File: config.mk
export PLATFORM = sky130hd
export DESIGN_NAME = wdt_top
export DESIGN_NICKNAME = d
export VERILOG_FILES = /design/src/wdt_pkg.sv /design/src/wdt_tick_if.sv /design/src/wdt_top.sv /design/src/wdt_lfsync.sv
export SDC_FILE = /design/constraint.sdc
export NUM_CORES = 1
export LEC_CHECK = 0
export BUFFER_PORTS_ARGS = -buffer_cell sky130_fd_sc_hd__buf_2
export CAP_MARGIN = 25
export CORE_AREA = 2 2 104 106
export CTS_CLUSTER_DIAMETER = 50
export DETAILED_ROUTE_END_ITERATION = 6
export DIE_AREA = 0 0 106 108
export PLACE_DENSITY = 0.74
export SLEW_MARGIN = 40
export SYNTH_ARGS = -nofsm -noshare
export SYNTH_HDL_FRONTEND = slang
export SYNTH_HIERARCHICAL = 1
export SYNTH_SLANG_ARGS = --single-unit
File: constraint.sdc
create_clock -name CLK -period 4.2 [get_ports CLK]
set_clock_uncertainty 0.15 [all_clocks]
set_input_delay 0 -clock CLK [delete_from_list [all_inputs] [get_ports CLK]]
set_output_delay 0 -clock CLK [all_outputs]
set_load 0.05 [all_outputs]
File: src/wdt_pkg.sv
package wdt_pkg;

  // register byte offsets on the bus
  localparam logic [7:0] ADDR_CTRL   = 8'h00;
  localparam logic [7:0] ADDR_STATUS = 8'h04;
  localparam logic [7:0] ADDR_CLEAR  = 8'h08;
  localparam logic [7:0] ADDR_IRQ_EN = 8'h0C;
  localparam logic [7:0] ADDR_COUNT  = 8'h10;

  // watchdog_control field positions
  localparam int CTRL_EN_BIT = 0;
  localparam int CTRL_PS_LSB = 1;
  localparam int CTRL_PS_MSB = 5;

  // reset values
  localparam logic [4:0] PS_RESET    = 5'h0B;
  localparam logic       SWEN_RESET  = 1'b0;
  localparam logic [1:0] STAT_RESET  = 2'h0;
  localparam logic [1:0] IEN_RESET   = 2'h0;

  // period select decode
  localparam logic [4:0]  PS_MAX_CODE = 5'h12;
  localparam logic [4:0]  PS_EXP_BASE = 5'h05;
  localparam logic [23:0] LIMIT_MIN   = 24'h000020;

  // status bit positions
  localparam int STAT_RST_BIT  = 0;
  localparam int STAT_WAKE_BIT = 1;

  // configuration mode codes
  localparam logic [1:0] MODE_OFF    = 2'h0;
  localparam logic [1:0] MODE_SW     = 2'h1;
  localparam logic [1:0] MODE_NOSLP  = 2'h2;
  localparam logic [1:0] MODE_ALWAYS = 2'h3;

  // bus responses
  localparam logic [1:0] RESP_OKAY   = 2'h0;
  localparam logic [1:0] RESP_SLVERR = 2'h2;

  // power state of the device as the watchdog sees it
  typedef enum logic [1:0] {
    PWR_AWAKE,
    PWR_ASLEEP,
    PWR_OST_HOLD
  } wdt_pwr_t;

endpackage

File: src/wdt_tick_if.sv
`timescale 1ns/1ps
interface wdt_tick_if;
  logic tick;
  modport src (output tick);
  modport snk (input tick);
endinterface

File: src/wdt_top.sv
// Our own choices: the register addresses and register access over AXI4-Lite.
`timescale 1ns/1ps
module wdt_top (
  // clock and reset
  input  wire logic        CLK,
  input  wire logic        ARST_N,
  // axi4-lite write address and data
  input  wire logic [7:0]  S_AXI_AWADDR,
  input  wire logic        S_AXI_AWVALID,
  output logic             S_AXI_AWREADY,
  input  wire logic [31:0] S_AXI_WDATA,
  input  wire logic [3:0]  S_AXI_WSTRB,
  input  wire logic        S_AXI_WVALID,
  output logic             S_AXI_WREADY,
  // axi4-lite write response
  output logic [1:0]       S_AXI_BRESP,
  output logic             S_AXI_BVALID,
  input  wire logic        S_AXI_BREADY,
  // axi4-lite read
  input  wire logic [7:0]  S_AXI_ARADDR,
  input  wire logic        S_AXI_ARVALID,
  output logic             S_AXI_ARREADY,
  output logic [31:0]      S_AXI_RDATA,
  output logic [1:0]       S_AXI_RRESP,
  output logic             S_AXI_RVALID,
  input  wire logic        S_AXI_RREADY,
  // oscillator and configuration
  input  wire logic        LOW_FREQ_INTERNAL_OSC,
  input  wire logic [1:0]  WDOG_MODE_CFG,
  input  wire logic        CRYSTAL_CLOCK_SEL,
  // core and system control
  input  wire logic        CLEAR_WATCHDOG_INSTR,
  input  wire logic        SLEEP_ENTER,
  input  wire logic        SLEEP_EXIT,
  input  wire logic        OSC_FAIL,
  input  wire logic        OSC_STARTUP_TIMER_RUN,
  input  wire logic        OSC_STARTUP_TIMER_DONE,
  // results
  output logic             WDOG_RESET,
  output logic             WDOG_WAKE,
  output logic             TIMEOUT_FLAG_N,
  output logic             POWERDOWN_FLAG_N,
  output logic             IRQ
);

  wdt_tick_if          tk_if ();
  wdt_pkg::wdt_pwr_t   pwr;
  wdt_pkg::wdt_pwr_t   next_pwr;
  logic [4:0]          period_sel;
  logic                sw_en;
  logic [1:0]          status;
  logic [1:0]          irq_en;
  logic [23:0]         cnt;
  logic [23:0]         limit;
  logic                wd_en;
  logic                leave_sleep;
  logic                enter_sleep;
  logic                clr_any;
  logic                to_evt;
  logic                aw_held;
  logic                w_held;
  logic [7:0]          aw_addr;
  logic [31:0]         w_data;
  logic [3:0]          w_strb;
  logic                write_go;
  logic                wr_ctrl;
  logic                wr_clear;
  logic                wr_irq_en;
  logic [31:0]         rd_word;
  logic                rd_hit;

  // base ticks from the oscillator pin, synchronised into clk
  wdt_lfsync u_sync (
    .CLK    (CLK),
    .ARST_N (ARST_N),
    .osc_in (LOW_FREQ_INTERNAL_OSC),
    .tk     (tk_if.src)
  );

  // ---- power state ----

  // sleep entry and exit, crystal exit waits for the start-up timer
  always_comb begin
    next_pwr = pwr;
    case (pwr)
      wdt_pkg::PWR_AWAKE: begin
        if (SLEEP_ENTER)
          next_pwr = wdt_pkg::PWR_ASLEEP;
      end
      wdt_pkg::PWR_ASLEEP: begin
        if (SLEEP_EXIT || to_evt) begin
          if (CRYSTAL_CLOCK_SEL)
            next_pwr = wdt_pkg::PWR_OST_HOLD;
          else
            next_pwr = wdt_pkg::PWR_AWAKE;
        end
      end
      wdt_pkg::PWR_OST_HOLD: begin
        if (OSC_STARTUP_TIMER_DONE)
          next_pwr = wdt_pkg::PWR_AWAKE;
      end
      default: next_pwr = wdt_pkg::PWR_AWAKE;
    endcase
  end

  // power state register
  always_ff @(posedge CLK or negedge ARST_N) begin
    if (!ARST_N) begin
      pwr <= wdt_pkg::PWR_AWAKE;
    end else begin
      pwr <= next_pwr;
    end
  end

  assign enter_sleep = (pwr == wdt_pkg::PWR_AWAKE) && SLEEP_ENTER;
  // only a requested exit feeds the clear; a timeout wake already empties
  // the count on its own, and using next_pwr here would loop through to_evt
  assign leave_sleep = (pwr == wdt_pkg::PWR_ASLEEP) && SLEEP_EXIT;

  // ---- enable decode and period limit ----

  // operating mode table
  always_comb begin
    case (WDOG_MODE_CFG)
      wdt_pkg::MODE_ALWAYS: wd_en = 1'b1;
      wdt_pkg::MODE_NOSLP:
        wd_en = (pwr != wdt_pkg::PWR_ASLEEP);
      wdt_pkg::MODE_SW:     wd_en = sw_en;
      wdt_pkg::MODE_OFF:    wd_en = 1'b0;
      default:              wd_en = 1'b0;
    endcase
  end

  // prescale of 2^(code+5); reserved codes fall back to 1:32
  always_comb begin
    if (period_sel <= wdt_pkg::PS_MAX_CODE)
      limit = 24'h000001 << (period_sel + wdt_pkg::PS_EXP_BASE);
    else
      limit = wdt_pkg::LIMIT_MIN;
  end

  // every condition other than reset and the timeout restart that empties the count; the divider select has no say
  assign clr_any = CLEAR_WATCHDOG_INSTR | enter_sleep | leave_sleep
                 | OSC_FAIL | ~wd_en | OSC_STARTUP_TIMER_RUN
                 | (pwr == wdt_pkg::PWR_OST_HOLD);

  assign to_evt = tk_if.tick & ~clr_any & (cnt == limit - 24'h000001);

  // ---- prescaler count ----

  // count base ticks, restart after the limit; enabled sleep keeps counting
  always_ff @(posedge CLK or negedge ARST_N) begin
    if (!ARST_N) begin
      cnt <= 24'h000000;
    end else if (clr_any) begin
      cnt <= 24'h000000;
    end else if (to_evt) begin
      cnt <= 24'h000000;
    end else if (tk_if.tick) begin
      cnt <= cnt + 24'h000001;
    end
  end

  // ---- timeout results ----

  // awake timeout resets the system, asleep timeout wakes it
  always_ff @(posedge CLK or negedge ARST_N) begin
    if (!ARST_N) begin
      WDOG_RESET <= 1'b0;
      WDOG_WAKE  <= 1'b0;
    end else begin
      WDOG_RESET <= to_evt & (pwr != wdt_pkg::PWR_ASLEEP);
      WDOG_WAKE  <= to_evt & (pwr == wdt_pkg::PWR_ASLEEP);
    end
  end

  // time-out and power-down flags, both active low
  always_ff @(posedge CLK or negedge ARST_N) begin
    if (!ARST_N) begin
      TIMEOUT_FLAG_N   <= 1'b1;
      POWERDOWN_FLAG_N <= 1'b1;
    end else if (to_evt) begin
      TIMEOUT_FLAG_N   <= 1'b0;
      POWERDOWN_FLAG_N <= (pwr != wdt_pkg::PWR_ASLEEP);
    end else if (CLEAR_WATCHDOG_INSTR) begin
      TIMEOUT_FLAG_N   <= 1'b1;
      POWERDOWN_FLAG_N <= 1'b1;
    end else if (enter_sleep) begin
      TIMEOUT_FLAG_N   <= 1'b1;
      POWERDOWN_FLAG_N <= 1'b0;
    end
  end

  // ---- register bus, write side ----

  assign write_go  = aw_held & w_held & ~S_AXI_BVALID;
  assign wr_ctrl   = write_go & (aw_addr == wdt_pkg::ADDR_CTRL) & w_strb[0];
  assign wr_clear  = write_go & (aw_addr == wdt_pkg::ADDR_CLEAR) & w_strb[0];
  assign wr_irq_en = write_go & (aw_addr == wdt_pkg::ADDR_IRQ_EN) & w_strb[0];

  // write address channel
  always_ff @(posedge CLK or negedge ARST_N) begin
    if (!ARST_N) begin
      S_AXI_AWREADY <= 1'b0;
      aw_held       <= 1'b0;
      aw_addr       <= 8'h00;
    end else begin
      if (S_AXI_AWVALID && S_AXI_AWREADY) begin
        S_AXI_AWREADY <= 1'b0;
        aw_held       <= 1'b1;
        aw_addr       <= S_AXI_AWADDR;
      end else begin
        if (write_go)
          aw_held <= 1'b0;
        if (!aw_held && !S_AXI_BVALID)
          S_AXI_AWREADY <= 1'b1;
      end
    end
  end

  // write data channel
  always_ff @(posedge CLK or negedge ARST_N) begin
    if (!ARST_N) begin
      S_AXI_WREADY <= 1'b0;
      w_held       <= 1'b0;
      w_data       <= 32'h00000000;
      w_strb       <= 4'h0;
    end else begin
      if (S_AXI_WVALID && S_AXI_WREADY) begin
        S_AXI_WREADY <= 1'b0;
        w_held       <= 1'b1;
        w_data       <= S_AXI_WDATA;
        w_strb       <= S_AXI_WSTRB;
      end else begin
        if (write_go)
          w_held <= 1'b0;
        if (!w_held && !S_AXI_BVALID)
          S_AXI_WREADY <= 1'b1;
      end
    end
  end

  // write response, error for an unmapped offset
  always_ff @(posedge CLK or negedge ARST_N) begin
    if (!ARST_N) begin
      S_AXI_BVALID <= 1'b0;
      S_AXI_BRESP  <= wdt_pkg::RESP_OKAY;
    end else if (write_go) begin
      S_AXI_BVALID <= 1'b1;
      case (aw_addr)
        wdt_pkg::ADDR_CTRL, wdt_pkg::ADDR_CLEAR, wdt_pkg::ADDR_IRQ_EN,
        wdt_pkg::ADDR_STATUS, wdt_pkg::ADDR_COUNT:
          S_AXI_BRESP <= wdt_pkg::RESP_OKAY;
        default:
          S_AXI_BRESP <= wdt_pkg::RESP_SLVERR;
      endcase
    end else if (S_AXI_BVALID && S_AXI_BREADY) begin
      S_AXI_BVALID <= 1'b0;
    end
  end

  // ---- registers ----

  // watchdog_control: period select and software enable
  always_ff @(posedge CLK or negedge ARST_N) begin
    if (!ARST_N) begin
      period_sel <= wdt_pkg::PS_RESET;
      sw_en      <= wdt_pkg::SWEN_RESET;
    end else if (wr_ctrl) begin
      period_sel <= w_data[wdt_pkg::CTRL_PS_MSB:wdt_pkg::CTRL_PS_LSB];
      sw_en      <= w_data[wdt_pkg::CTRL_EN_BIT];
    end
  end

  // sticky timeout events, a new event beats a same-cycle clear
  always_ff @(posedge CLK or negedge ARST_N) begin
    if (!ARST_N) begin
      status <= wdt_pkg::STAT_RESET;
    end else begin
      status[wdt_pkg::STAT_RST_BIT] <=
        (to_evt & (pwr != wdt_pkg::PWR_ASLEEP))
        | (status[wdt_pkg::STAT_RST_BIT]
           & ~(wr_clear & w_data[wdt_pkg::STAT_RST_BIT]));
      status[wdt_pkg::STAT_WAKE_BIT] <=
        (to_evt & (pwr == wdt_pkg::PWR_ASLEEP))
        | (status[wdt_pkg::STAT_WAKE_BIT]
           & ~(wr_clear & w_data[wdt_pkg::STAT_WAKE_BIT]));
    end
  end

  // interrupt enables and level interrupt
  always_ff @(posedge CLK or negedge ARST_N) begin
    if (!ARST_N) begin
      irq_en <= wdt_pkg::IEN_RESET;
      IRQ    <= 1'b0;
    end else begin
      if (wr_irq_en)
        irq_en <= w_data[1:0];
      IRQ <= |(status & irq_en);
    end
  end

  // ---- register bus, read side ----

  // read mux; unused control bits read zero
  always_comb begin
    rd_word = 32'h00000000;
    rd_hit  = 1'b1;
    case (S_AXI_ARADDR)
      wdt_pkg::ADDR_CTRL:
        rd_word = {26'h0000000, period_sel, sw_en};
      wdt_pkg::ADDR_STATUS: rd_word = {30'h00000000, status};
      wdt_pkg::ADDR_CLEAR:  rd_word = 32'h00000000;
      wdt_pkg::ADDR_IRQ_EN: rd_word = {30'h00000000, irq_en};
      wdt_pkg::ADDR_COUNT:  rd_word = {8'h00, cnt};
      default:              rd_hit  = 1'b0;
    endcase
  end

  // read address and data channels
  always_ff @(posedge CLK or negedge ARST_N) begin
    if (!ARST_N) begin
      S_AXI_ARREADY <= 1'b0;
      S_AXI_RVALID  <= 1'b0;
      S_AXI_RDATA   <= 32'h00000000;
      S_AXI_RRESP   <= wdt_pkg::RESP_OKAY;
    end else if (S_AXI_ARVALID && S_AXI_ARREADY) begin
      S_AXI_ARREADY <= 1'b0;
      S_AXI_RVALID  <= 1'b1;
      S_AXI_RDATA   <= rd_word;
      S_AXI_RRESP   <= rd_hit ? wdt_pkg::RESP_OKAY : wdt_pkg::RESP_SLVERR;
    end else if (S_AXI_RVALID && S_AXI_RREADY) begin
      S_AXI_RVALID  <= 1'b0;
    end else if (!S_AXI_RVALID) begin
      S_AXI_ARREADY <= 1'b1;
    end
  end
endmodule

File: src/wdt_lfsync.sv
`timescale 1ns/1ps
module wdt_lfsync (
  // clock and reset
  input  wire logic  CLK,
  input  wire logic  ARST_N,
  // raw low-frequency oscillator
  input  wire logic  osc_in,
  // one-cycle pulse per oscillator rising edge
  wdt_tick_if.src    tk
);

  logic sync1;
  logic sync2;
  logic sync3;

  // two-flop synchroniser, then a third stage for edge detection
  always_ff @(posedge CLK or negedge ARST_N) begin
    if (!ARST_N) begin
      sync1 <= 1'b0;
      sync2 <= 1'b0;
      sync3 <= 1'b0;
    end else begin
      sync1 <= osc_in;
      sync2 <= sync1;
      sync3 <= sync2;
    end
  end

  // rising edge of the oscillator becomes one base tick enable
  always_ff @(posedge CLK or negedge ARST_N) begin
    if (!ARST_N) begin
      tk.tick <= 1'b0;
    end else begin
      tk.tick <= sync2 & ~sync3;
    end
  end

endmodule

* Yosys cells after proc, flatten, opt, wreduce, memory -nomap -nowiden
Index checks and enable logic that the tools add are counted.
Word-level totals: flip-flop bits (word level) 103, bits in latches 0, bits in writable memories 0, memory bits (read-only) 0, bits of input ports 69, logic and storage cells 149, memories kept 0
Operators by class: add/subtract/negate cells 3, multipliers 0, div/mod/pow operators 0, magnitude comparators 1, equality and inequality tests 20, shift operators 1, muxes and demuxes 34, bitwise operators 32, reduce and logical (&&, ||, !) cells 30
Operators by type and width (number):
- 24-bit 2-to-1 mux | 4
- 24-bit one-hot mux with 4 select lines | 1
- 8-bit by 4-bit equality test with 1-bit output (second input constant) | 4
- 24-bit by 1-bit adder with 24-bit output (second input constant) | 1
- 24-bit equality test | 1
- 1-bit by 5-bit left shift with 24-bit output (first input constant) | 1
- 24-bit by 1-bit subtractor with 24-bit output (second input constant) | 1
- 1-bit 2-to-1 mux | 21
- 1-bit bitwise AND | 17
- 8-bit by 3-bit equality test with 1-bit output (second input constant) | 2
- 8-bit by 5-bit equality test with 1-bit output (second input constant) | 2
- 8-bit logical NOT | 2
- 2-bit 2-to-1 mux | 6
- 2-bit nonzero test | 6
- 5-bit OR reduction | 2
- 1-bit logical AND | 9
- 2-bit != test (second input constant) | 4
- 1-bit OR | 8
- 2-bit equality test (second input constant) | 3
- 1-bit inverter | 6
- 2-bit one-hot mux with 3 select lines | 1
- 3-bit nonzero test | 2
- 5-bit by 3-bit adder with 5-bit output (second input constant) | 1
- 5-bit <= comparator (second input constant) | 1
- 10 further kinds | 15

* Longest topological paths before layout
depth after elaboration 14, gate-level depth with buffers 11, gate-level depth less buffers 9

* Cells and area by module
The synthesis kept the hierarchy.
Modules (own cells, without submodules):
- wdt_top | times used 1, cells an instance 527, area an instance 4968.5 µm², sequential area each 2233.4 µm²
- wdt_lfsync | times used 1, cells an instance 5, area an instance 113.9 µm², sequential area each 100.1 µm²

* Least setup slack after synthesis
No wires, ideal clock.
path type register to register, start point reg period_sel[1], end point reg cnt[3], setup time 0.132 ns, arrival time 2.275 ns, path slack 1.643 ns, stages on the path, launching flop included 12, buffers on the path 3, clock period less this slack 2.557 ns, cells stage by stage dfstp_2 > buf_2 > buf_2 > nand3_1 > xnor2_1 > o221ai_1 > o21ai_0 > nor4b_2 > nand4_2 > buf_2 > a221oi_2 > nor2_1
On the way: cells in the longest elaborated chain, start to end 8, elaborated cells on any way between the ends 10, classes of those cells add/sub: 2; order compare: 1; eq/ne: 1; shift: 1; mux: 3; bitwise: 1; reduce/logical: 1
RTL lines:
- from (decl) | line wdt_top.sv:49 | logic [4:0] period_sel;
- from (signal assigned) | line wdt_top.sv:267 | period_sel <= wdt_pkg::PS_RESET;
- from (signal assigned) | line wdt_top.sv:270 | period_sel <= w_data[wdt_pkg::CTRL_PS_MSB:wdt_pkg::CTRL_PS_LSB];
- 5-bit by 3-bit adder with 5-bit output | line wdt_top.sv:137 | limit = 24'h000001 << (period_sel + wdt_pkg::PS_EXP_BASE);
- 1-bit by 5-bit left shift with 24-bit output | line wdt_top.sv:137
- 24-bit 2-to-1 mux (*) | line wdt_top.sv:136 | if (period_sel <= wdt_pkg::PS_MAX_CODE)
- 24-bit by 1-bit subtractor with 24-bit output (*) | line wdt_top.sv:147 | assign to_evt = tk_if.tick & ~clr_any & (cnt == limit - 24'h000001);
- 24-bit equality test (*) | line wdt_top.sv:147
- 1-bit bitwise AND (*) | line wdt_top.sv:147
- 24-bit 2-to-1 mux | line wdt_top.sv:157 | end else if (to_evt) begin
- 24-bit 2-to-1 mux | line wdt_top.sv:155 | end else if (clr_any) begin
- to (signal assigned) | line wdt_top.sv:160 | cnt <= cnt + 24'h000001;
- to (decl) | line wdt_top.sv:53 | logic [23:0] cnt;
Mark *: on every way between the ends. The rest lies on a longest branch, timed or not. A chain may end at the register's enable or synchronous reset.

* Worst setup path in the final report
start point reg period_sel[4], end point reg TIMEOUT_FLAG_N
On the way: cells in the longest elaborated chain, start to end 7, elaborated cells on any way between the ends 9, classes of those cells add/sub: 2; order compare: 1; eq/ne: 1; shift: 1; mux: 2; bitwise: 1; reduce/logical: 1
RTL lines:
- 5-bit by 3-bit adder with 5-bit output | line wdt_top.sv:137
- 1-bit by 5-bit left shift with 24-bit output | line wdt_top.sv:137
- 24-bit 2-to-1 mux (*) | line wdt_top.sv:136
- 24-bit by 1-bit subtractor with 24-bit output (*) | line wdt_top.sv:147
- 24-bit equality test (*) | line wdt_top.sv:147
- 1-bit bitwise AND (*) | line wdt_top.sv:147
- 3-bit nonzero test (no line) or 1-bit 2-to-1 mux (tied branches)
- to (signal assigned) | line wdt_top.sv:180 | TIMEOUT_FLAG_N <= 1'b1;
- to (signal assigned) | line wdt_top.sv:183 | TIMEOUT_FLAG_N <= 1'b0;
- to (signal assigned) | line wdt_top.sv:186 | TIMEOUT_FLAG_N <= 1'b1;
- to (decl) | line wdt_top.sv:41 | output logic TIMEOUT_FLAG_N,
Marked as above.

==> run summary <==
Total Wirelength = 12700 microns
Die ar. = 11400 sq um
Actual slew at the worst max-slew pin = 0.716 ns
Postcts setup bufs = 0
CTS Hold Bufs = 40
Crit path launch type = register
Most common cell after layout, fill and taps aside = dfrtp_1
Post-route ant nets = 0
Peak supply drop = 0.436 mV
Starting DRT DRC Count = 302
Async set-reset flop share out of synthesis = 100%
Wire per inst = 16.5 microns
Share of the synthesized area in the top cell type = 43.3%
Final period utilization = 86.5%
Worst R2R Start = period_sel[4]$_DFFE_PN0P_
Pre-antenna DRT Iters = 6
Worst slack at placement = 0.891 ns
# diodes = 0
Max Clk Rate = 0.275 GHz
Post-cts repair resize count = 0
Share of cells above drive strength 1 = 21.9%
Gr usage total = 23.2%
Hold depth = 4
Final Util = 59.5%
Vias post-DR = 4469
Post-synth EDFFs = 0
Starting Density = 49.7%
Pleak = 2.72 nW
Final Hold Fails = 0
Smallest setup slack after layout = 0.568 ns
Top FF cell, synth = dfrtp_1
Largest net degree at the start of global routing = 58
Number of global-route vias before repair = 4265
MaxCap Viol Count = 0
H-tree Lvls = 3
Layer with the highest usage = met2
Hold_sp = S_AXI_ARVALID
Nets = 696
Initial antenna violation count = 0
Finished Layout Cells = 766
DP Cell Count = 710
Worst Setup End Kind = register
Slew Limit Fails = 0
Cts bufs inserted = 9
Met3 Use GR = 4.10%
Placement-stage cell area = 5470 sq um
Clk pin slew, worst setup/hold paths = 0.10 ns
Residual DRC = 0
Core box area = 10200 sq um
Setup_tns = 0 ns
R2R depth = 9
Critical path arrival = 3.80 ns
Min cycle time layout = 3.63 ns
Yosys reg bits = 93
Root Buffer = clkbuf_8
Top cells by area, synth = dfrtp_1, mux2_2, nand2_1
Synth warn = 6
CTS tree = done
Global route total overflow = 0
PD cells = 412 nW/um^2
Routed vias/inst = 5.83
CP Data Required Time = 4.36 ns
Area Growth Syn to Fin = 19.8%
First-pass GRT wire length = 21200 microns
Clk Latency, worst-skew pair = 0.37 ns
CTS sink cnt = 93
Mapped Avg Cell Area = 9.55 sq um
Yosys cell types = 69
Synth area leader = dfrtp_1
Sequential area share after synthesis = 45.9%
Reg2reg setup slack = 0.57 ns
Mapped Area = 5080 sq um
Gate Count Post-Synth = 532
Commonest non-fill, non-tap cells in the layout = dfrtp_1, buf_2, nand2_1
Status = complete, no violations
Crit path from = period_sel[4]$_DFFE_PN0P_
Met1 usage = 31.1%
IO Count = 115
Fill cell count = 851
Die width = 106 microns
FP Rows = 37
Unrepaired setup endpoints after global routing = false
Design Area, Final = 6090 sq um
Grt met2 use = 37.3%
GPL Wtd Cong = 0.867
Final setup fails = 0
Clock Path Buffers = 2
Critical path class = register to register
Crit-path max FO = 22
HP Class = primary input to register
Port bufs = 75
Die H = 108 microns
Placed wire-length estimate = 8270 microns
Slew HR = 52.3%
[routing by layer]
metal | routed length (microns) | share of wire, %
met5 | 0 | 0
met4 | 346 | 2.7
met3 | 553 | 4.4
met2 | 6080 | 48
met1 | 5680 | 45
[power by group]
part           total [mW]  switching, mW  internal [mW]
Sequential           1.17          0.131           1.04
Combinational       0.662          0.410          0.252
Clock               0.678          0.335          0.343
[final timing paths]
check,to
min in group asynchronous,WDOG_RESET$_DFF_PN0_
max in group asynchronous,S_AXI_RDATA[13]$_DFFE_PN0P_
max,TIMEOUT_FLAG_N$_DFFE_PN1P_
max reg2reg,TIMEOUT_FLAG_N$_DFFE_PN1P_
min,S_AXI_RDATA[6]$_DFFE_PN0P_
min reg2reg,u_sync/sync2$_DFF_PN0_
[synth_stat cells (3+ instances only)]
cell / number
o31ai_1: 6
nand2b_1: 9
nand4b_1: 5
inv_1: 12
o21ai_1: 4
nor2_1: 33
nand2_1: 51
nand3b_1: 8
buf_2: 19
nand3_1: 27
dfrtp_1: 88
buf_4: 11
o211ai_1: 4
mux2i_1: 6
a22o_1: 20
nand4_1: 8
clkbuf_1: 17
dfstp_2: 5
a21oi_1: 25
and3_1: 7
o21a_1: 4
a31oi_1: 15
o21ai_0: 24
a22oi_1: 3
xnor2_1: 7
mux2_2: 21
nor4_1: 7
nor3_1: 11
nor2b_1: 12
xor2_1: 11
[stage by stage]
| stage | hold slack (ns) | total power [mW] |
|---|---|---|
| final | 0.0545 | 2.51 |
| after global placement | -0.0634 | 1.76 |
| after floorplan | -0.446 | 1.63 |
| after CTS | 0.0528 | 2.50 |
| after global routing | 0.0937 | 2.63 |
| after detailed placement | -0.0414 | 1.79 |
[registers in the layout, indices dropped and copies added (netlist names), 2 cells and up]
register     cells
w_data           6
period_sel       5
status           2
S_AXI_RDATA     24
irq_en           2
pwr              2
aw_addr          8
cnt             24
[kinds of logic (layout without fill, tap and decap cells)]
family	after synthesis	after routing	share of synthesized area, %
compound gates	128	128	17.4
xor+xnor	18	18	3.10
fa+ha+maj	2	2	0.492
buf+inv	61	149	5.79
flops	93	93	45.9
mux	27	27	5.83
other cells	2	12	0.148
simple gates	201	201	21.3
[cell type report]
class / count / area [sq um] / share of cell area (%)
inverter: 13 / 48.8 / 0.802
multi-input combinational: 388 / 2500 / 41.0
clock inverter: 6 / 93.8 / 1.54
clock buffer: 10 / 128 / 2.10
timing repair buffer: 120 / 816 / 13.4
sequential: 93 / 2330 / 38.3
tap: 136 / 170 / 2.80
[critical path: stages (launching register included)]
cell and delay, ns:
dfrtp_1 0.64, nand2b_1 0.40, nor4_1 0.39, o311ai_1 0.12, o21ai_1 0.09, nor4b_1 0.42
nand4_2 0.32, or2_1 0.37, o31a_1 0.12, dlygate4sd3_1 0.55
Note: power is estimated with default switching activity, not from simulation.
